$ cat config.mk
export PLATFORM = sky130hd
export DESIGN_NAME = nrch_handler
export DESIGN_NICKNAME = d
export VERILOG_FILES = /design/src/inc/nrch_pkg.sv /design/src/logic/nrch_handler.sv
export VERILOG_INCLUDE_DIRS = /design/src /design/src/inc
export SDC_FILE = /design/constraint.sdc
export NUM_CORES = 1
export LEC_CHECK = 0
export BUFFER_PORTS_ARGS = -buffer_cell sky130_fd_sc_hd__buf_2
export CAP_MARGIN = 20
export CORE_AREA = 2 2 321 323
export CTS_CLUSTER_SIZE = 16
export DETAILED_ROUTE_END_ITERATION = 16
export DIE_AREA = 0 0 323 325
export PLACE_DENSITY = 0.44
export SLEW_MARGIN = 20
export SYNTH_ARGS = -nofsm -noshare
export SYNTH_HDL_FRONTEND = slang
export SYNTH_SLANG_ARGS = --single-unit
$ cat constraint.sdc
create_clock -name ref_clk -period 19.8 [get_ports ref_clk]
set_input_delay 1.98 -clock ref_clk [delete_from_list [all_inputs] [get_ports ref_clk]]
set_output_delay 1.98 -clock ref_clk [all_outputs]
set_load 0.01 [all_outputs]
$ cat src/inc/nrch_regs.svh
// constants for the node reset command handler
`ifndef NRCH_REGS_SVH
`define NRCH_REGS_SVH

`define NRCH_CMD_CAN_ID     11'h000
`define NRCH_CMD_DLC        4'h2
`define NRCH_NODE_BCAST     8'h00
`define NRCH_NODE_MAX       8'h7F
`define NRCH_CMD_FULL_RST   8'h81
`define NRCH_CMD_LIM_RST    8'h82
`define NRCH_BOOTUP_BASE    11'h700
`define NRCH_MSG_COUNT      4

`endif

$ cat src/inc/nrch_pkg.sv
// types shared by the node reset command handler
package nrch_pkg;

    // received CAN frame as handed over by the controller
    typedef struct packed {
        logic        valid;
        logic [10:0] id;
        logic [3:0]  dlc;
        logic [7:0]  byte0;
        logic [7:0]  byte1;
    } nrch_rx_frame_type;

    // parameters of one CAN message
    typedef struct packed {
        logic [10:0] can_id;
        logic [15:0] event_timer;
        logic [15:0] inhibit_time;
    } nrch_msg_param_type;

    typedef enum logic [4:0] {
        NRCH_ST_RUN     = 5'b00001,
        NRCH_ST_LOAD_IO = 5'b00010,
        NRCH_ST_LOAD_MS = 5'b00100,
        NRCH_ST_BOOTUP  = 5'b01000,
        NRCH_ST_WAIT_TX = 5'b10000
    } nrch_state_type;

endpackage : nrch_pkg

$ cat src/logic/nrch_handler.sv
// node reset command handler: full and limited reset of a CAN I/O node
//
// Behaviour
// RULE_01: state commands come on identifier 0x000, byte 0 command, byte 1 node.
// RULE_02: node 0x00 is broadcast, own number 0x01-0x7F executes, others ignored.
// RULE_03: command 0x81 requests a full reset of every function.
// RULE_04: command 0x82 requests a limited reset of CAN communication only.
// RULE_05: no transmitting or responding on CAN while reset initialisation runs.
// RULE_06: on completing initialisation, transmit the startup announcement frame.
// RULE_07: after announcement, enter the operational network state.
// RULE_08: full reset loads stored configuration if valid, else defaults.
// RULE_09: full reset drives all digital and analog outputs to configured defaults.
// RULE_10: limited reset keeps all I/O configuration unchanged.
// RULE_11: limited reset leaves present output values unchanged.
// RULE_12: limited reset reloads identifier, event timer, inhibit time per message.
// RULE_13: limited reset takes message parameters from valid store, else defaults.
// RULE_14: unknown command codes are ignored with no effect.
`timescale 1ns/1ps
`include "nrch_regs.svh"

module nrch_handler #(
    parameter int MSG_N   = `NRCH_MSG_COUNT,
    parameter int DOUT_W  = 8,
    parameter int AOUT_W  = 16,
    parameter int AOUT_N  = 2,
    parameter int IOCFG_W = 32
) (
    input  wire logic                                  ref_clk,
    input  wire logic                                  rst,
    input  wire logic [6:0]                            node_id,
    input  wire nrch_pkg::nrch_rx_frame_type           rx_frame,
    input  wire logic                                  store_valid,
    input  wire logic [IOCFG_W-1:0]                    store_io_cfg,
    input  wire logic [IOCFG_W-1:0]                    dflt_io_cfg,
    input  wire logic [DOUT_W-1:0]                     store_dout_dflt,
    input  wire logic [DOUT_W-1:0]                     dflt_dout_dflt,
    input  wire logic [AOUT_N*AOUT_W-1:0]              store_aout_dflt,
    input  wire logic [AOUT_N*AOUT_W-1:0]              dflt_aout_dflt,
    input  wire nrch_pkg::nrch_msg_param_type [MSG_N-1:0] store_msg,
    input  wire nrch_pkg::nrch_msg_param_type [MSG_N-1:0] dflt_msg,
    input  wire logic                                  app_dout_we,
    input  wire logic [DOUT_W-1:0]                     app_dout,
    input  wire logic                                  app_aout_we,
    input  wire logic [AOUT_N*AOUT_W-1:0]              app_aout,
    input  wire logic                                  tx_done,
    output logic                                       tx_req,
    output logic [10:0]                                tx_id,
    output logic                                       can_quiet,
    output logic                                       operational,
    output logic                                       init_busy,
    output logic [IOCFG_W-1:0]                         io_cfg,
    output logic [DOUT_W-1:0]                          dout,
    output logic [AOUT_N*AOUT_W-1:0]                   aout,
    output nrch_pkg::nrch_msg_param_type [MSG_N-1:0]   msg_param
);
    import nrch_pkg::*;

    // ----------------------------------------------------------------
    // command decode
    // ----------------------------------------------------------------
    // a node number of zero would alias the broadcast address; the
    // configuration is expected to keep node_id within 01 to 7F
    function automatic logic node_hit(input logic [7:0] n, input logic [6:0] own);
        node_hit = (n == `NRCH_NODE_BCAST) || (n == {1'b0, own}); // [RULE_02]
    endfunction : node_hit

    logic cmd_frame;
    logic hit;
    logic do_full;
    logic do_lim;

    // frames of the wrong length are dropped, never padded or cut
    always_comb begin
        cmd_frame = rx_frame.valid && rx_frame.id == `NRCH_CMD_CAN_ID
                    && rx_frame.dlc == `NRCH_CMD_DLC;                // [RULE_01]
        hit       = cmd_frame && node_hit(rx_frame.byte1, node_id);  // [RULE_02]
        do_full   = hit && rx_frame.byte0 == `NRCH_CMD_FULL_RST;      // [RULE_03]
        do_lim    = hit && rx_frame.byte0 == `NRCH_CMD_LIM_RST;       // [RULE_04]
        // any other code falls through with no effect [RULE_14]
    end

    // ----------------------------------------------------------------
    // reset sequencer and data
    // ----------------------------------------------------------------
    // walk: LOAD_IO (full reset only), LOAD_MS, BOOTUP, WAIT_TX, back to RUN;
    // commands outside RUN are dropped, so only one reset runs at a time
    nrch_state_type                    state_r, state_nxt;
    logic                              tx_req_r, tx_req_nxt;
    logic                              quiet_r, quiet_nxt;
    logic                              oper_r, oper_nxt;
    logic [IOCFG_W-1:0]                io_cfg_r, io_cfg_nxt;
    logic [DOUT_W-1:0]                 dout_r, dout_nxt;
    logic [AOUT_N*AOUT_W-1:0]          aout_r, aout_nxt;
    nrch_msg_param_type [MSG_N-1:0]    msg_r, msg_nxt;

    // defaults hold every register; the transmit request is rebuilt each cycle
    always_comb begin
        state_nxt  = state_r;
        tx_req_nxt = 1'b0;
        quiet_nxt  = quiet_r;
        oper_nxt   = oper_r;
        io_cfg_nxt = io_cfg_r;
        dout_nxt   = dout_r;
        aout_nxt   = aout_r;
        msg_nxt    = msg_r;
        case (state_r)
            NRCH_ST_RUN: begin
                // application writes land only here, so loaded defaults survive init
                if (app_dout_we) begin
                    dout_nxt = app_dout;
                end
                if (app_aout_we) begin
                    aout_nxt = app_aout;
                end
                if (do_full) begin
                    quiet_nxt = 1'b1;                                // [RULE_05]
                    state_nxt = NRCH_ST_LOAD_IO;
                end else if (do_lim) begin
                    // io config and outputs deliberately untouched [RULE_10] [RULE_11]
                    quiet_nxt = 1'b1;                                // [RULE_05]
                    state_nxt = NRCH_ST_LOAD_MS;
                end
            end
            NRCH_ST_LOAD_IO: begin
                // full reset only
                // outputs take their configured defaults together with the configuration
                if (store_valid) begin                               // [RULE_08]
                    io_cfg_nxt = store_io_cfg;
                    dout_nxt   = store_dout_dflt;                    // [RULE_09]
                    aout_nxt   = store_aout_dflt;
                end else begin
                    io_cfg_nxt = dflt_io_cfg;
                    dout_nxt   = dflt_dout_dflt;                     // [RULE_09]
                    aout_nxt   = dflt_aout_dflt;
                end
                state_nxt = NRCH_ST_LOAD_MS;
            end
            NRCH_ST_LOAD_MS: begin
                // a limited reset enters here directly and never touches io_cfg, dout or aout
                msg_nxt   = store_valid ? store_msg : dflt_msg;      // [RULE_12] [RULE_13] [RULE_08]
                state_nxt = NRCH_ST_BOOTUP;
            end
            NRCH_ST_BOOTUP: begin
                // quiet ends on the edge the request rises: no gap, no overlap
                quiet_nxt  = 1'b0;
                tx_req_nxt = 1'b1;                                   // [RULE_06]
                state_nxt  = NRCH_ST_WAIT_TX;
            end
            NRCH_ST_WAIT_TX: begin
                // no retry limit: a controller that never reports done stalls here
                tx_req_nxt = ~tx_done;
                if (tx_done) begin
                    oper_nxt  = 1'b1;                                // [RULE_07]
                    state_nxt = NRCH_ST_RUN;
                end
            end
            default: begin
                // unreachable with one-hot codes; recovers to RUN after a bit upset
                state_nxt = NRCH_ST_RUN;
            end
        endcase
    end

    // boot-time values come up through the full reset path after power-on
    // so the power-on walk announces the node just like a full reset command
    always_ff @(posedge ref_clk or posedge rst) begin
        if (rst) begin
            state_r  <= NRCH_ST_LOAD_IO;
            tx_req_r <= 1'b0;
            quiet_r  <= 1'b1;
            oper_r   <= 1'b0;
            io_cfg_r <= '0;
            dout_r   <= '0;
            aout_r   <= '0;
            msg_r    <= '0;
        end else begin
            state_r  <= state_nxt;
            tx_req_r <= tx_req_nxt;
            quiet_r  <= quiet_nxt;
            oper_r   <= oper_nxt;
            io_cfg_r <= io_cfg_nxt;
            dout_r   <= dout_nxt;
            aout_r   <= aout_nxt;
            msg_r    <= msg_nxt;
        end
    end

    // ----------------------------------------------------------------
    // outputs
    // ----------------------------------------------------------------
    // identifier follows node_id every cycle, so a renumbered node
    // announces itself under its new number
    logic        busy_r;
    logic [10:0] tx_id_r;
    logic        busy_nxt;
    logic [10:0] tx_id_nxt;

    always_comb begin
        // busy follows the next state so it rises on the edge the command is taken
        busy_nxt  = state_nxt != NRCH_ST_RUN;
        tx_id_nxt = `NRCH_BOOTUP_BASE + {4'h0, node_id};            // [RULE_06]
    end

    always_ff @(posedge ref_clk or posedge rst) begin
        if (rst) begin
            busy_r  <= 1'b1;
            tx_id_r <= `NRCH_BOOTUP_BASE;
        end else begin
            busy_r  <= busy_nxt;
            tx_id_r <= tx_id_nxt;
        end
    end

    // every port is a plain copy of a register
    assign tx_req      = tx_req_r;
    assign tx_id       = tx_id_r;
    assign can_quiet   = quiet_r;
    assign operational = oper_r;
    assign init_busy   = busy_r;
    assign io_cfg      = io_cfg_r;
    assign dout        = dout_r;
    assign aout        = aout_r;
    assign msg_param   = msg_r;

endmodule : nrch_handler

==> flow_summary.json <==
{
  "use_met2_pct": 16.8,
  "setup_viol": 0,
  "fin_worst_skew_ps": 14.1,
  "yosysWarnings": 0,
  "slew_viol_final": 0,
  "die-area_um2": 105000,
  "syn-instance-count": 1137,
  "path_delay_family": "buffers and inverters",
  "drc": 0,
  "cap_viol_max_count": 0,
  "die_x_um": 323,
  "std_cell_rows": 117,
  "p_int_mw": 0.995,
  "port_buffers": 827,
  "finalNonFillerCells": 3322,
  "path_cells": "buf_8 > buf_4 > buf_4 > mux2i_1 > o21ai_0",
  "peakVddDrop_mv": 0.0416,
  "clock_path_buffers": 3,
  "track_usage_pct": 10.1,
  "core_um2": 101000,
  "synthFlopType": "dfrtp_1",
  "ctsHoldBuffers": 0,
  "seqPwrFrac_pct": 41.2,
  "ant_nets": 0,
  "grt_overflow": 0,
  "relSlewSlack_pct": 29.5,
  "final_cell_area_um2": 19200,
  "fmax_ghz": 0.230,
  "finalSetupTns_ps": 0,
  "grt_pass1_wl_um": 77600,
  "hold_ws_ps": 471,
  "synth_seq_cells": 260,
  "drive_gt1_share_pct": 51.9,
  "area_growth_pct": 53.7,
  "start_kind": "input pin",
  "die_h_um": 325,
  "h-tree-depth": 2,
  "ys_types": 41,
  "switching_power_mw": 0.330,
  "wl_per_cell_um": 16.5,
  "synth_area_leaders": "dfrtp_1 51%, mux2i_1 16%, mux2_2 11%",
  "p_comb_share_pct": 12.1,
  "worst_slew_pin_slew_ps": 1060,
  "ys_seq_area_share_pct": 52.1,
  "hold_path.class": "reg -> reg",
  "grt.met1_usage_pct": 11.6,
  "p_leak_nw": 9.49,
  "worst_setup_path_end_kind": "register",
  "status": "finished clean",
  "start_util_pct": 12.3,
  "switching_share_pct": 24.9,
  "yosysTopAreaCell": "dfrtp_1",
  "clock-root-buffer": "clkbuf_16",
  "synth_top_area_share_pct": 51.5,
  "dp.final_hpwl_um": 44200,
  "syn_area_um2": 12500,
  "crit_fanout": 68,
  "placed_area_um2": 18100,
  "grt_max_degree": 191,
  "use_met3_pct": 3.82,
  "crit_arrival_ps": 4750,
  "via_count": 11420,
  "dp.cells": 3260,
  "path_class": "in -> reg",
  "synth_edf_count": 0,
  "drt_first_pass_iters": 4,
  "slowest_delay_ps": 910,
  "post_cts_resized": 0,
  "busiest_layer": "met2",
  "routed_wl_um": 54900,
  "cts_tree": "built",
  "clock_latency_ps": 560,
  "worstPathRequired_ps": 20200,
  "post-cts-setup-buffers": 0,
  "critPathMostFrequentCell": "buf_4",
  "power_density_nw_per_um2": 69.0,
  "antenna_found_initial": 15,
  "io-pin-count": 832,
  "yosysMostFrequentCell": "dfrtp_1",
  "grt_pass1_vias": 11811,
  "cts_inserted_buffers": 34,
  "synth_common_cells": "257 x dfrtp_1, 207 x o21ai_0, 204 x mux2i_1, 204 x nand2_1, 118 x mux2_2",
  "crit_buf_inv": 3,
  "period_needed_ps": 4350,
  "cpMaxStageDelayCell": "buf_4",
  "fin_nets": 2501,
  "hold_violations": 0,
  "clk_pin_slew_ps": 60,
  "first_iter_violations": 467,
  "finalCritPeriodShare_pct": 21.9,
  "synthArstFlopShare_pct": 100,
  "syn_avg_cell_area_um2": 11.0,
  "avgViaCountPerCell": 3.44,
  "rsz0062_at_grt": "no",
  "pwr-share-clk_pct": 46.7,
  "gp_congestion": 0.858,
  "cts_sinks": 260
}
==> through the flow <==
stage	utilization (%)	total power, mW	setup WS, ps
global route	18.9	1.39	15290
CTS	18.9	1.36	15480
floorplan	-	0.625	10670
detailed placement	17.9	0.720	14840
finish	18.9	1.32	15450
global placement	17.9	0.720	14850
==> tightest hold or removal path, cell delays in order (launching register included) <==
cell     delay [ps]
dfrtp_1         330
nand2_1          40
o21ai_0          60
==> cell usage in the layout, fill, tap and decap left out, types with 3 or more instances in the layout <==
cell,instances
xor2_1,9
nor2_1,4
diode_2,3
nand3b_1,3
dfrtp_1,257
buf_4,9
clkbuf_1,12
buf_2,826
clkbuf_8,5
dfstp_2,3
o21ai_0,207
clkbuf_16,35
mux2i_1,204
nor4b_1,3
a21oi_1,3
or4_1,3
conb_1,4
nor4_1,4
nand2_1,204
mux2_2,118
==> layout make-up <==
cell class / instances / area (um2)
Clock inverter: 7 / 95.1
Inverter: 2 / 15.0
Timing Repair Buffer: 838 / 4250
Tap cell: 1368 / 1710
Sequential cell: 260 / 6510
Fill cell: 11406 / 82100
Multi-Input combinational cell: 792 / 5610
Clock buffer: 52 / 990
Antenna cell: 3 / 7.51
==> sequential cells by signal, indices dropped and copies added, names as in the netlist <==
name         cells
msg_param      172
aout            32
io_cfg          32
dout             8
tx_id            7
state_r          5
can_quiet        1
init_busy        1
operational      1
tx_req           1
==> power by group through the flow <==
stage                     Clock, mW  Combinational, mW  Sequential [mW]
after floorplan                   0             0.0661            0.559
after global placement            0              0.165            0.555
after detailed placement          0              0.165            0.555
after CTS                     0.652              0.166            0.546
after global routing          0.670              0.177            0.546
final                         0.619              0.161            0.545
==> layer usage <==
metal	share of wire [%]	wire, um
met3	9.8	5380
met5	0.046	25
met1	40	22000
met4	2.7	1490
met2	47	26100
==> cell families (layout without fill, tap and decap cells) <==
family                    after synthesis  count (layout)  share of synthesized area (%)
buffers and inverters                  87             899                           3.03
and+or+nand+nor                       236             236                           7.91
muxes                                 324             324                           27.2
xor gates and xnor gates                9               9                          0.631
DFF                                   260             260                           52.1
other                                   2               7                         0.0601
AOI/OAI and AO/OA                     219             219                           9.02
==> worst paths after layout <==
check / from / end / slack [ps] / cells past startpoint
max: store_valid / msg_param[150]$_DFFE_PP0N_ / 15450 / 5
min: msg_param[118]$_DFFE_PP0N_ / msg_param[118]$_DFFE_PP0N_ / 470 / 2
max reg2reg: state_r[1]$_DFF_PP1_ / msg_param[37]$_DFFE_PP0N_ / 16510 / 5
min reg2reg: msg_param[118]$_DFFE_PP0N_ / msg_param[118]$_DFFE_PP0N_ / 470 / 2
max in group asynchronous: rst / msg_param[105]$_DFFE_PP0N_ / 16360 / 4
min in group asynchronous: rst / msg_param[30]$_DFFE_PP0N_ / 1520 / 2
Note: power is estimated with default switching activity, not from simulation.
